## src/rtl/pkfm_pkg.sv

```systemverilog
// Operation
// - Two-bit field picks phase A, B or C voltage for line frequency.
// - Bits 2..4 enable per-phase peak capture; holds keep largest absolute sample.
// - Capture interval length equals the programmed half-line cycle count.
// - At interval end, peak holds are overwritten with that interval's peaks.
// - Voltage and current peaks are tracked independently across enabled phases.
// - Bits 5..7 enable per-phase alarm monitoring of absolute samples.
// - Any combination of alarm phase bits may be active concurrently.
// - Absolute sample above its threshold sets the matching sticky status flag.
`default_nettype none
package pkfm_pkg;
  localparam int SAMPLE_W = 24;
  localparam int NPHASE = 3;
  // APB byte addresses.
  localparam logic [7:0] ADDR_MEASUREMENT_MODE_CONFIG = 8'h14;
  localparam logic [7:0] ADDR_HALFCYC = 8'h40;
  localparam logic [7:0] ADDR_VTHR = 8'h44;
  localparam logic [7:0] ADDR_ITHR = 8'h48;
  localparam logic [7:0] ADDR_VOLTAGE_PEAK_HOLD = 8'h4c;
  localparam logic [7:0] ADDR_CURRENT_PEAK_HOLD = 8'h50;
  localparam logic [7:0] ADDR_STATUS = 8'h54;
  localparam logic [7:0] ADDR_MASK = 8'h58;
  // Measurement mode fields and reset value.
  localparam int FREQ_LSB = 0;
  localparam int PKSEL_LSB = 2;
  localparam int ALSEL_LSB = 5;
  localparam logic [7:0] MEASUREMENT_MODE_CONFIG_RST = 8'hfc;
  localparam logic [15:0] HALFCYC_RST = 16'hffff;
  // Status bits: 0..2 voltage alarm A..C, 3..5 current alarm A..C, 6 interval done.
  localparam int ST_W = 7;
  localparam int ST_IAL = 3;
  localparam int ST_DONE = 6;
  typedef enum logic [1:0] {PKFM_PH_A, PKFM_PH_B, PKFM_PH_C, PKFM_PH_RSV} pkfm_phase_t;
endpackage
`default_nettype wire

```

## src/rtl/pkfm_smp_if.sv

```systemverilog
`default_nettype none
// Per-phase sample bus shared between the top and the peak tracker.
interface pkfm_smp_if;
  import pkfm_pkg::*;
  logic [SAMPLE_W-1:0] v_abs [NPHASE];
  logic [SAMPLE_W-1:0] i_abs [NPHASE];
  logic valid;
  modport src (output v_abs, output i_abs, output valid);
  modport snk (input v_abs, input i_abs, input valid);
endinterface
`default_nettype wire

```

## src/rtl/pkfm_peak.sv

```systemverilog
`default_nettype none
module pkfm_peak import pkfm_pkg::*; (
  input wire logic clock,
  input wire logic sys_rst,
  pkfm_smp_if.snk smp,
  input wire logic [NPHASE-1:0] phase_en,
  input wire logic interval_end,
  output logic [SAMPLE_W-1:0] v_hold,
  output logic [SAMPLE_W-1:0] i_hold
);
  typedef struct packed {
    logic [SAMPLE_W-1:0] v_run;
    logic [SAMPLE_W-1:0] i_run;
    logic [SAMPLE_W-1:0] v_hold;
    logic [SAMPLE_W-1:0] i_hold;
  } pkfm_pk_t;
  pkfm_pk_t st_ff, nxt_st;
  logic [SAMPLE_W-1:0] v_max, i_max;

  ////////////////////////////////////////////////////////////////////////
  // Running peak raised by any larger enabled sample this cycle; voltage and current chosen separately.
  always_comb begin
    v_max = st_ff.v_run;
    i_max = st_ff.i_run;
    for (int p = 0; p < NPHASE; p++) begin
      if (smp.valid && phase_en[p] && smp.v_abs[p] > v_max) v_max = smp.v_abs[p];
      if (smp.valid && phase_en[p] && smp.i_abs[p] > i_max) i_max = smp.i_abs[p];
    end
  end

  // Interval end publishes the running peaks and restarts the search.
  always_comb begin
    nxt_st = st_ff;
    nxt_st.v_run = v_max;
    nxt_st.i_run = i_max;
    if (interval_end) begin
      nxt_st.v_hold = v_max;
      nxt_st.i_hold = i_max;
      nxt_st.v_run = '0;
      nxt_st.i_run = '0;
    end
  end

  always_ff @(posedge clock or posedge sys_rst) begin
    if (sys_rst) st_ff <= '0;
    else st_ff <= nxt_st;
  end

  assign v_hold = st_ff.v_hold;
  assign i_hold = st_ff.i_hold;
endmodule // pkfm_peak
`default_nettype wire

```

## src/rtl/pkfm_top.sv

```systemverilog
`default_nettype none
module pkfm_top import pkfm_pkg::*; (
  input wire logic clock,
  input wire logic sys_rst,
  input wire logic psel,
  input wire logic penable,
  input wire logic pwrite,
  input wire logic [7:0] paddr,
  input wire logic [31:0] pwdata,
  output logic [31:0] prdata,
  output logic pready,
  output logic pslverr,
  input wire logic [SAMPLE_W-1:0] v_abs_a,
  input wire logic [SAMPLE_W-1:0] v_abs_b,
  input wire logic [SAMPLE_W-1:0] v_abs_c,
  input wire logic [SAMPLE_W-1:0] i_abs_a,
  input wire logic [SAMPLE_W-1:0] i_abs_b,
  input wire logic [SAMPLE_W-1:0] i_abs_c,
  input wire logic sample_valid,
  input wire logic [NPHASE-1:0] zero_cross,
  output logic [1:0] line_freq_phase,
  output logic line_freq_zc,
  output logic irq
);
  typedef struct packed {
    logic [7:0] measurement_mode_config;
    logic [15:0] halfcyc;
    logic [SAMPLE_W-1:0] vthr;
    logic [SAMPLE_W-1:0] ithr;
    logic [ST_W-1:0] status;
    logic [ST_W-1:0] mask;
    logic [15:0] hc_cnt;
    logic [31:0] rdata;
    logic zc_out;
  } pkfm_st_t;
  pkfm_st_t st_ff, nxt_st;

  pkfm_smp_if smp ();
  logic [SAMPLE_W-1:0] v_hold, i_hold;
  logic [2:0] pk_en, al_en;
  logic [1:0] fsel;
  logic src_zc, interval_end, wr, rd;
  logic [ST_W-1:0] ev;

  ////////////////////////////////////////////////////////////////////////
  // Field decode of the measurement mode register.
  assign fsel = st_ff.measurement_mode_config[FREQ_LSB +: 2];
  assign pk_en = st_ff.measurement_mode_config[PKSEL_LSB +: NPHASE];
  assign al_en = st_ff.measurement_mode_config[ALSEL_LSB +: NPHASE];

  // Samples fan into the shared bus.
  assign smp.v_abs[0] = v_abs_a;
  assign smp.v_abs[1] = v_abs_b;
  assign smp.v_abs[2] = v_abs_c;
  assign smp.i_abs[0] = i_abs_a;
  assign smp.i_abs[1] = i_abs_b;
  assign smp.i_abs[2] = i_abs_c;
  assign smp.valid = sample_valid;

  // Reserved source code falls back to phase A rather than leaving the path floating.
  always_comb begin
    unique case (pkfm_phase_t'(fsel))
      PKFM_PH_A: src_zc = zero_cross[0];
      PKFM_PH_B: src_zc = zero_cross[1];
      PKFM_PH_C: src_zc = zero_cross[2];
      PKFM_PH_RSV: src_zc = zero_cross[0];
    endcase
  end

  // An interval ends when the chosen phase reaches the programmed half-cycle count.
  // A count of zero is treated as one so the interval can never stall.
  assign interval_end = src_zc && (st_ff.hc_cnt + 16'h0001 >= st_ff.halfcyc);

  ////////////////////////////////////////////////////////////////////////
  // Alarm events, each phase compared on its own so any mix can run at once.
  genvar g;
  generate
    for (g = 0; g < NPHASE; g++) begin : g_alarm
      assign ev[g] = sample_valid && al_en[g] && (smp.v_abs[g] > st_ff.vthr);
      assign ev[ST_IAL + g] = sample_valid && al_en[g] && (smp.i_abs[g] > st_ff.ithr);
    end
  endgenerate
  assign ev[ST_DONE] = interval_end;

  pkfm_peak u_peak (
    .clock(clock),
    .sys_rst(sys_rst),
    .smp(smp),
    .phase_en(pk_en),
    .interval_end(interval_end),
    .v_hold(v_hold),
    .i_hold(i_hold)
  );

  ////////////////////////////////////////////////////////////////////////
  // APB: zero wait states, writes take effect in the access phase, reads in the setup phase.
  assign wr = psel && penable && pwrite;
  assign rd = psel && !penable && !pwrite;
  assign pready = 1'b1;
  assign pslverr = 1'b0;

  always_comb begin
    nxt_st = st_ff;
    nxt_st.zc_out = src_zc;
    if (src_zc) nxt_st.hc_cnt = interval_end ? 16'h0000 : st_ff.hc_cnt + 16'h0001;
    if (wr) begin
      unique case (paddr)
        ADDR_MEASUREMENT_MODE_CONFIG: nxt_st.measurement_mode_config = pwdata[7:0];
        ADDR_HALFCYC: nxt_st.halfcyc = pwdata[15:0];
        ADDR_VTHR: nxt_st.vthr = pwdata[SAMPLE_W-1:0];
        ADDR_ITHR: nxt_st.ithr = pwdata[SAMPLE_W-1:0];
        ADDR_STATUS: nxt_st.status = st_ff.status & ~pwdata[ST_W-1:0];
        ADDR_MASK: nxt_st.mask = pwdata[ST_W-1:0];
        default: ;
      endcase
    end
    // Setting after the clear makes a same-cycle event win over a write-one-clear.
    nxt_st.status = nxt_st.status | ev;
    // Read data is captured in setup so prdata is a flop during access.
    if (rd) begin
      unique case (paddr)
        ADDR_MEASUREMENT_MODE_CONFIG: nxt_st.rdata = {24'h000000, st_ff.measurement_mode_config};
        ADDR_HALFCYC: nxt_st.rdata = {16'h0000, st_ff.halfcyc};
        ADDR_VTHR: nxt_st.rdata = {8'h00, st_ff.vthr};
        ADDR_ITHR: nxt_st.rdata = {8'h00, st_ff.ithr};
        ADDR_VOLTAGE_PEAK_HOLD: nxt_st.rdata = {8'h00, v_hold};
        ADDR_CURRENT_PEAK_HOLD: nxt_st.rdata = {8'h00, i_hold};
        ADDR_STATUS: nxt_st.rdata = {25'h0000000, st_ff.status};
        ADDR_MASK: nxt_st.rdata = {25'h0000000, st_ff.mask};
        default: nxt_st.rdata = 32'h00000000;
      endcase
    end
  end

  always_ff @(posedge clock or posedge sys_rst) begin
    if (sys_rst) begin
      st_ff <= '0;
      st_ff.measurement_mode_config <= MEASUREMENT_MODE_CONFIG_RST;
      st_ff.halfcyc <= HALFCYC_RST;
      st_ff.vthr <= '1;
      st_ff.ithr <= '1;
    end else begin
      st_ff <= nxt_st;
    end
  end

  assign prdata = st_ff.rdata;
  assign line_freq_phase = fsel;
  assign line_freq_zc = st_ff.zc_out;
  // Level interrupt while any unmasked sticky flag stands.
  assign irq = |(st_ff.status & st_ff.mask);
endmodule // pkfm_top
`default_nettype wire

```

## config.mk

```make
export PLATFORM = sky130hd
export DESIGN_NAME = pkfm_top
export DESIGN_NICKNAME = d
export VERILOG_FILES = /design/src/rtl/pkfm_pkg.sv /design/src/rtl/pkfm_smp_if.sv /design/src/rtl/pkfm_peak.sv /design/src/rtl/pkfm_top.sv
export SDC_FILE = /design/constraint.sdc
export NUM_CORES = 1
export LEC_CHECK = 0
export BUFFER_PORTS_ARGS = -buffer_cell sky130_fd_sc_hd__buf_2
export CORE_UTILIZATION = 45
export DETAILED_ROUTE_END_ITERATION = 16
export PLACE_DENSITY = 0.66
export SYNTH_ARGS = -nofsm -noshare
export SYNTH_HDL_FRONTEND = slang
export SYNTH_SLANG_ARGS = --single-unit
```

## constraint.sdc

```tcl
create_clock -name clock -period 10.5 [get_ports clock]
set_input_delay 2.1 -clock clock [delete_from_list [all_inputs] [get_ports clock]]
set_output_delay 2.1 -clock clock [all_outputs]
set_load 0.02 [all_outputs]
```

After elaboration in Yosys (flattened, before gate mapping)
Index checks and enable logic that the tools add are counted.

cells by class
  add/subtract/negate cells = 1
  order comparisons = 13
  equality and inequality tests = 11
  muxes and demuxes = 13
  bitwise logic cells = 4
  reductions and logical operators = 33

operators with widths
  operator               count
  $gt 24x24->1           12
  $pmux 24 s8            1
  $mux 24                6
  $mux 96                1
  $eq 8x7->1 const B     7
  $logic_and 1x1->1      23
  $add 16x1->16 const B  1
  $ge 16x16->1           1
  $mux 16                1
  $and 7x7->7            2
  $mux 14                1
  $mux 7                 2
  $reduce_and 2->1       5
  $eq 8x5->1 const B     1
  $not 7->7              1
  $or 7x7->7             1
  $reduce_or 7->1        1
  $eq 2x2->1 const B     2
  $pmux 1 s3             1
  $eq 2x1->1 const B     1
  $logic_not 1->1        2
  $logic_not 2->1        1
  $reduce_or 2->1        1

word-level totals
  flip-flop bits (word level) = 231

Logic depth before layout (Yosys ltp)
Gate-level depths: netlist of the first run.

  word-level depth = 10
  gate-level depth with buffers = 34
  gate-level depth less buffers = 29

Hierarchy
Synthesis of the first run repeated with hierarchy kept, for this count alone.

unflattened totals
  cells, all modules = 2185
  area total of the unflattened synthesis = 19338.5 µm²

modules (own cells, without submodules)
  module     times used  cells an instance  area each (µm²)
  pkfm_top   1           1096               10033.4
  pkfm_peak  1           1089               9305.2

Worst setup path before layout of the first run
No wires, ideal clock.

  path type = input -> register
  start = input port i_abs_a[22]
  end = register u_peak.st_ff, in the netlist u_peak.i_hold[0]
  data arrival time = 8.416 ns
  required time = 10.380 ns
  path slack = 1.963 ns
  cell stages on the path = 31
  buffers on the path = 5
  cells stage by stage = ha_1 -> nand4_1 -> nor4_1 -> o311ai_1 -> nand4_1 -> and2_4 -> clkbuf_1 -> clkbuf_1 -> a21oi_1 -> ha_1 -> and4_1 -> nor4b_2 -> nand3_1 -> or4_1 -> a211oi_1 -> or3_1 -> clkbuf_1 -> clkbuf_1 -> o21ai_1 -> nand2_1 -> ha_1 -> a21o_1 -> a21o_1 -> a21o_1 -> a21o_1 -> a21o_1 -> o31ai_1 -> nor3_1 -> clkbuf_1 -> a22o_1 -> a31o_2

on the way
  word-level cells in the longest chain between the ends = 9

RTL lines
  item                    line             RTL
  start: declaration      pkfm_top.sv:16   input wire logic [SAMPLE_W-1:0] i_abs_a,
  $gt 24x24->1            pkfm_peak.sv:27  if (smp.valid && phase_en[p] && smp.i_abs[p] > i_max) i_max = smp.i_abs[p];
  $logic_and 1x1->1       pkfm_peak.sv:27
  $mux 24 (*)             pkfm_peak.sv:27
  $gt 24x24->1            pkfm_peak.sv:27
  $logic_and 1x1->1       pkfm_peak.sv:27
  $mux 24 (*)             pkfm_peak.sv:27
  $gt 24x24->1            pkfm_peak.sv:27
  $logic_and 1x1->1       pkfm_peak.sv:27
  $mux 24 (*)             pkfm_peak.sv:27
  end signal: assignment  pkfm_peak.sv:46  else st_ff <= nxt_st;
  end: declaration        pkfm_peak.sv:17  pkfm_pk_t st_ff, nxt_st;

Every way passes the cells marked *; elsewhere a longest branch is shown, timed or not.
A chain may end at the register's enable or synchronous reset.

Worst setup path in the final report of the first run
  start = input port i_abs_a[10]
  end = register u_peak.st_ff, in the netlist u_peak.i_hold[18]

The elaborated chain is that of the path after synthesis.

==> impl_metrics.tcl, run 1 <==
set metrics [dict create \
    gp_congestion 0.957 \
    via_count_of_the_first_global_routing_pass 17300 \
    max_freq_mhz 102 \
    via_count 17700 \
    htree_levels 1 \
    finalCriticalPeriod_ns 9.77 \
    clock-skew-final_ns 0.0104 \
    initial_antenna_violation_count 1 \
    postSynthRegisterBits 223 \
    critical_path_class "input pin to register" \
    hold_path_end "prdata[7]" \
    clkSlewWorstSetupHoldPaths_ns 0.06 \
    cts_tree "yes" \
    post-synth-top-area-fraction_pct 19.8 \
    avgRoutedWirePerCell_microns 23.0 \
    number_of_enable_flip_flop_cells_after_synthesis 0 \
    hold_start "prdata[7]" \
    fin_crit_sh_pct 93.1 \
    pin_count_of_the_biggest_net_entering_global_routing 117 \
    post-place-ws_ns 0.351 \
    drcViolationCount 0 \
    final-setup-viol-count 0 \
    critical_path.n_buffers_inverters 2 \
    crit_top_cell "sky130_fd_sc_hd__ha_1" \
    worst-endpoint-required_ns 10.95 \
    worstSkewPairLatency_ns 0.56 \
    worst_slack_ns 0.728 \
    cts_resized 0 \
    pin_count 231 \
    root_buffer "sky130_fd_sc_hd__clkbuf_16" \
    detailedRoute.firstIterationViolations 1859 \
    rows 75 \
    post_route_setup_tns_ns 0 \
    netlist_top_cells_area "sky130_fd_sc_hd__dfrtp_1 (20%), sky130_fd_sc_hd__ha_1 (20%), sky130_fd_sc_hd__dfstp_2 (9.5%), sky130_fd_sc_hd__o21ai_0 (5.0%), sky130_fd_sc_hd__nand2_1 (3.7%)" \
    numCtsBuffers 27 \
    design.die.area_sq_um 43700 \
    critical_path_cell_count 27 \
    crit_path_start_kind "input pin" \
    chipWidth_microns 209 \
    netlist_instances 2137 \
    cts.path.max_buffers 3 \
    gr-usage-all-layers_pct 29.9 \
    synth_area_sq_um 19300 \
    layout-drive-gt1-share_pct 20.8 \
    core_region_area_sq_um 42100 \
    post-dp-hpwl_microns 52300 \
    worst-slew-pin-transition_ns 1.17 \
    final_hold_viol_count 0 \
    crit_path_top_delay_cell "sky130_fd_sc_hd__or3_1" \
    reg2reg_from "u_peak.st_ff[58]" \
    crit_path_end_kind "register" \
    timing.rr.end "u_peak.i_hold[18]" \
    layout.cells.most_common "sky130_fd_sc_hd__ha_1" \
    relSlewSlack_pct 21.5 \
    cts_sinks 223 \
    synth_largest_area_cell "sky130_fd_sc_hd__dfrtp_1" \
    syn-mean-instance-area_sq_um 9.03 \
    timing.max_cap.violations 0 \
    synth_ff_type "sky130_fd_sc_hd__dfrtp_1" \
    status "finished, final reports clean" \
    static-leakage-power_nw 10.9 \
    nets 2783 \
    async_reset_ff_share_pct 100 \
    effective_utilization_at_floorplan_pct 45.8 \
    syn_to_final_growth_pct 11.8 \
    global_route_wire_length_before_repair_microns 102000 \
    ant_nets 0 \
    totalWireLength_microns 65400 \
    synth-seq-area-share_pct 29.4 \
    whs_path_depth 1 \
    port_buffers 212 \
    r2r.worst_path.cells 27 \
    vdd.ir_drop.worst_uv 133 \
    layout.cells.most_common_list "sky130_fd_sc_hd__ha_1 (305), sky130_fd_sc_hd__buf_2 (212), sky130_fd_sc_hd__o21ai_0 (193)" \
    worst-endpoint-arrival_ns 10.22 \
    cpLargestDelayFamily "simple AND/OR/NAND/NOR gates" \
    maxSlewViolCount 0 \
    yosys_warnings 0 \
    overflow_left_after_global_routing 0 \
    drtPass1Iterations 6 \
    worst-path-max-fanout 49 \
    reg2reg_slack_ns 1.96 \
    worst_path_largest_cell_delay_ns 0.79 \
    pwr_density_cell_nw_per_um2 118 \
    post_drt_via_cell_ratio 6.23 \
    cts-hold-fix-buffers 0 \
    hold_path_class "register to register" \
    die-height_microns 209 \
    cts.repair_timing.setup_buffer_count 0 \
    rsz0062_at_grt "false" \
    post_synth_num_cell_types 76 \
    timing.critical_path.from "i_abs_a[10]" \
]
sequential cells by signal, summed over array words and instances (netlist names):
| name | flops |
|---|---|
| al_en | 3 |
| line_freq_phase | 2 |
| line_freq_zc | 1 |
| pk_en | 3 |
| prdata | 24 |
| st_ff | 94 |
| u_peak.i_hold | 24 |
| u_peak.st_ff | 48 |
| u_peak.v_hold | 24 |
cells in the mapped netlist (all sizes together) (3+ instances only):
cell and count:
or3 25, mux2i 32, inv 135, a21oi 106
a22oi 23, a31o 28, o41ai 24, a2111oi 4
nand3 50, a211oi 14, a21boi 50, o31ai 29
and4 4, nor3 32, mux4 12, a221oi 9
o311ai 10, nand3b 3, a32o 24, o21a 24
clkbuf 77, o21ai 201, xnor2 8, and3 14
a31oi 37, nor4 8, dfrtp 153, a22o 28
nand2 189, dfstp 70, o31a 5, ha 305
or2 24, a21o 47, a222oi 3, nand2b 16
nor2 91, nand4 65, buf 56, nor2b 42
and2 5, o211ai 8, mux2 19, xor2 7
worst max path at each step:
stage | to | slack, ns
after detailed placement | u_peak.i_hold[18] | 0.35
after global routing | u_peak.i_hold[22] | 0.18
after global placement | u_peak.i_hold[23] | 0.50
final | u_peak.i_hold[18] | 0.73
after floorplan | u_peak.i_hold[0] | 1.96
after CTS | u_peak.i_hold[18] | 0.90
report_power, final:
part           switching (mW)  internal (mW)  total (mW)
Combinational           0.382          0.247       0.629
Clock                   0.408          0.568       0.976
Sequential             0.0324          0.906       0.938
Total                   0.823           1.72        2.54
through the flow:
step | instances | hold slack (ns) | util (%) | power, mW | instance area, sq um
2_1_floorplan | 2145 | 0.451 | - | 1.36 | 19300
3_3_place_gp | 2795 | 0.459 | 49.1 | 1.55 | 20700
3_5_place_dp | 2795 | 0.464 | 49.1 | 1.57 | 20700
4_1_cts | 2844 | 0.478 | 51.2 | 2.54 | 21600
5_1_grt | 2844 | 0.492 | 51.2 | 2.66 | 21600
6_report | 2846 | 0.474 | 51.2 | 2.54 | 21600
per-layer routing:
layer	up-vias	GRT usage, %	share of wire [%]
li1	8248	-	-
met4	2	9.46	3.4
met1	8685	41.7	45
met2	663	47.2	45
met5	-	0	0.020
met3	128	5.02	6.8
area by class of cell:
| type | instances | area [sq um] |
|---|---|---|
| fillers | 3917 | 20600 |
| clock buffers | 36 | 739 |
| inverters | 135 | 514 |
| well taps | 539 | 674 |
| flip-flops and latches | 223 | 5670 |
| repair buffers | 244 | 1300 |
| diodes | 2 | 5.00 |
| clock inverters | 13 | 155 |
| multi-input cells | 1654 | 12500 |
cell families (layout without fill, tap and decap cells):
logic type	after synthesis	in the layout	share of synthesized area, %
flip-flops	223	223	29.4
multiplexers	63	63	4.17
adder cells (fa/ha/maj)	305	305	19.8
AND/OR/NAND/NOR	573	573	15.0
AO/OA/AOI/OAI	688	688	24.8
XOR/XNOR	15	15	0.720
other	2	12	0.0389
buffers and inverters	268	428	6.13
worst reg2reg max path, cell delays in order (launching register included):
cell,delay (ns)
sky130_fd_sc_hd__dfrtp_1,0.37
sky130_fd_sc_hd__inv_1,0.10
sky130_fd_sc_hd__ha_1,0.30
sky130_fd_sc_hd__nand4_1,0.14
sky130_fd_sc_hd__nor4_1,0.68
sky130_fd_sc_hd__o311ai_1,0.35
sky130_fd_sc_hd__nand4_1,0.31
sky130_fd_sc_hd__and2_4,0.51
sky130_fd_sc_hd__a21oi_1,0.21
sky130_fd_sc_hd__ha_1,0.33
sky130_fd_sc_hd__and4_1,0.23
sky130_fd_sc_hd__nor4b_2,0.32
sky130_fd_sc_hd__nand3_1,0.22
sky130_fd_sc_hd__or4_1,0.60
sky130_fd_sc_hd__a211oi_1,0.24
sky130_fd_sc_hd__or3_1,0.79
sky130_fd_sc_hd__o21ai_0,0.38
sky130_fd_sc_hd__nand2_1,0.15
sky130_fd_sc_hd__ha_1,0.25
sky130_fd_sc_hd__a21o_1,0.19
sky130_fd_sc_hd__a21o_1,0.17
sky130_fd_sc_hd__a21oi_1,0.19
sky130_fd_sc_hd__o211ai_1,0.22
sky130_fd_sc_hd__o31ai_1,0.42
sky130_fd_sc_hd__nor3_2,0.06
sky130_fd_sc_hd__buf_4,0.24
sky130_fd_sc_hd__a22o_1,0.22
sky130_fd_sc_hd__a31o_2,0.21
Power figures use the tool's default switching activity.
==> run 2, diff against run 1 <==
--- a/config.mk
+++ b/config.mk
@@ -9,6 +9,7 @@
 export CORE_UTILIZATION = 45
 export DETAILED_ROUTE_END_ITERATION = 16
 export PLACE_DENSITY = 0.66
+export RECOVER_POWER = 100
 export SYNTH_ARGS = -nofsm -noshare
 export SYNTH_HDL_FRONTEND = slang
 export SYNTH_SLANG_ARGS = --single-unit
==> impl_metrics.tcl, run 2 (same netlist as run 1, synthesis figures left out) <==
set metrics [dict create \
    crit_top_cell "sky130_fd_sc_hd__a211oi_1" \
    relSlewSlack_pct -272 \
    cts-hold-fix-buffers 0 \
    largest_registers "st_ff x94, u_peak.st_ff x48" \
    final_hold_viol_count 0 \
    final-setup-viol-count 0 \
    numCtsBuffers 27 \
    combinational_power_share_pct 24.3 \
    gp_congestion 0.957 \
    hold_start "prdata[7]" \
    via_count 17700 \
    root_buffer "sky130_fd_sc_hd__clkbuf_16" \
    clkSlewWorstSetupHoldPaths_ns 0.06 \
    r2r.worst_path.cells 31 \
    rows 75 \
    worst-slew-pin-transition_ns 5.54 \
    clock-skew-final_ns 0.0148 \
    numPlacedInstances 2795 \
    worst-endpoint-arrival_ns 10.37 \
    crit_path_end_kind "register" \
    detailedRoute.firstIterationViolations 1670 \
    post-dp-hpwl_microns 52300 \
    sequential_cell_area_sq_um 5670 \
    pwr_density_cell_nw_per_um2 119 \
    via_count_of_the_first_global_routing_pass 17300 \
    worst-path-max-fanout 46 \
    cts.path.max_buffers 3 \
    multiInputGateArea_sq_um 12300 \
    avgRoutedWirePerCell_microns 23.0 \
    nets 2783 \
    register_with_the_most_flip_flops "st_ff" \
    max_freq_mhz 101 \
    cellInternalPower_mw 1.71 \
    status "finished with violations" \
    drcViolationCount 0 \
    failed_checks "max-capacitance violations, max-slew violations" \
    cts_sinks 223 \
    cts_tree "yes" \
    worst-endpoint-required_ns 10.95 \
    layout.cells.most_common_list "sky130_fd_sc_hd__ha_1 (305), sky130_fd_sc_hd__o21ai_0 (194), sky130_fd_sc_hd__nand2_1 (189)" \
    power.share.clock_pct 38.6 \
    pin_count_of_the_biggest_net_entering_global_routing 117 \
    layout-drive-gt1-share_pct 18.0 \
    finalCriticalPeriod_ns 9.92 \
    layout.filler_cells 3982 \
    gr-usage-all-layers_pct 29.9 \
    timing.max_cap.violations 6 \
    totalWireLength_microns 65400 \
    port_buffers 212 \
    pin_count 231 \
    cts_resized 0 \
    worst_path_largest_cell_delay_ns 0.80 \
    critical_path_class "input pin to register" \
    pwr-share-seq_pct 37.1 \
    post_drt_via_cell_ratio 6.23 \
    post-place-ws_ns 0.351 \
    maxSlewViolCount 364 \
    n_antenna_cell 0 \
    hold_path_end "prdata[7]" \
    whs_path_depth 1 \
    crit_path_top_delay_cell "sky130_fd_sc_hd__o31a_2" \
    vdd.ir_drop.worst_uv 133 \
    layout.cells.non_filler 2844 \
    initial_antenna_violation_count 1 \
    timing.rr.end "u_peak.v_hold[20]" \
    rsz0062_at_grt "false" \
    fin_crit_sh_pct 94.5 \
    largest_register_ffs 94 \
    total_power_mw 2.53 \
    total_switching_power_mw 0.818 \
    layout.cells.most_common "sky130_fd_sc_hd__ha_1" \
    overflow_left_after_global_routing 0 \
    p_sw_share_pct 32.3 \
    crit_path_start_kind "input pin" \
    worstSkewPairLatency_ns 0.57 \
    cts.repair_timing.setup_buffer_count 0 \
    die-height_microns 209 \
    drtPass1Iterations 6 \
    global_route_wire_length_before_repair_microns 102000 \
    hold_path_class "register to register" \
    post_route_setup_tns_ns 0 \
    htree_levels 1 \
    design.die.area_sq_um 43700 \
    effective_utilization_at_floorplan_pct 45.8 \
    chipWidth_microns 209 \
    static-leakage-power_nw 10.6 \
    syn_to_final_growth_pct 10.5 \
    worst_slack_ns 0.575 \
    reg2reg_slack_ns 1.93 \
    core_region_area_sq_um 42100 \
    reg2reg_from "u_peak.st_ff[73]" \
    ant_nets 0 \
]
## run 2: per-stage QoR
stage               hold WS [ns]  utilization, %  cell area [sq um]
finish                     0.478            50.6              21300
global route               0.496            50.6              21300
CTS                        0.478            51.2              21600
detailed placement         0.464            49.1              20700
global placement           0.459            49.1              20700
floorplan                  0.451               -              19300
## run 2: cell type report
type                    instances  share of cell area (%)
well taps                     539                    3.16
repair buffers                244                    5.75
clock inverters                13                   0.728
flip-flops and latches        223                    26.6
multi-input cells            1654                    57.9
clock buffers                  36                    3.47
inverters                     135                    2.38
## run 2: power by group through the flow
stage,clock [mW],sequential (mW),combinational (mW)
finish,0.978,0.938,0.615
global route,1.02,0.943,0.690
CTS,0.986,0.937,0.622
detailed placement,0,0.951,0.616
global placement,0,0.950,0.596
floorplan,0,0.940,0.422
## run 2: per-layer routing
layer	global-route usage [%]	up-vias	share of wire, %
li1	-	8248	-
met1	41.7	8629	44
met2	47.2	714	45
met3	5.02	115	7.2
met4	9.46	2	3.3
met5	0	-	0.020
## run 2: worst max path at each step
stage	end	start	cells past startpoint	slack [ns]
5_1_grt	u_peak.v_hold[11]	v_abs_a[5]	32	0.1
6_report	u_peak.v_hold[20]	v_abs_a[5]	31	0.58
3_3_place_gp	u_peak.i_hold[23]	i_abs_a[19]	28	0.50
2_1_floorplan	u_peak.i_hold[0]	i_abs_a[22]	31	1.96
4_1_cts	u_peak.i_hold[18]	i_abs_a[19]	27	0.90
3_5_place_dp	u_peak.i_hold[18]	i_abs_a[19]	27	0.35
## run 2: critical path: cells and delay by family
family                     cells  cell delay (ns)
adders and majority gates      3             0.85
and+or+nand+nor                8             1.04
buffers and inverters          4             1.47
AOI/OAI and AO/OA             15             4.59
muxes                          1             0.28
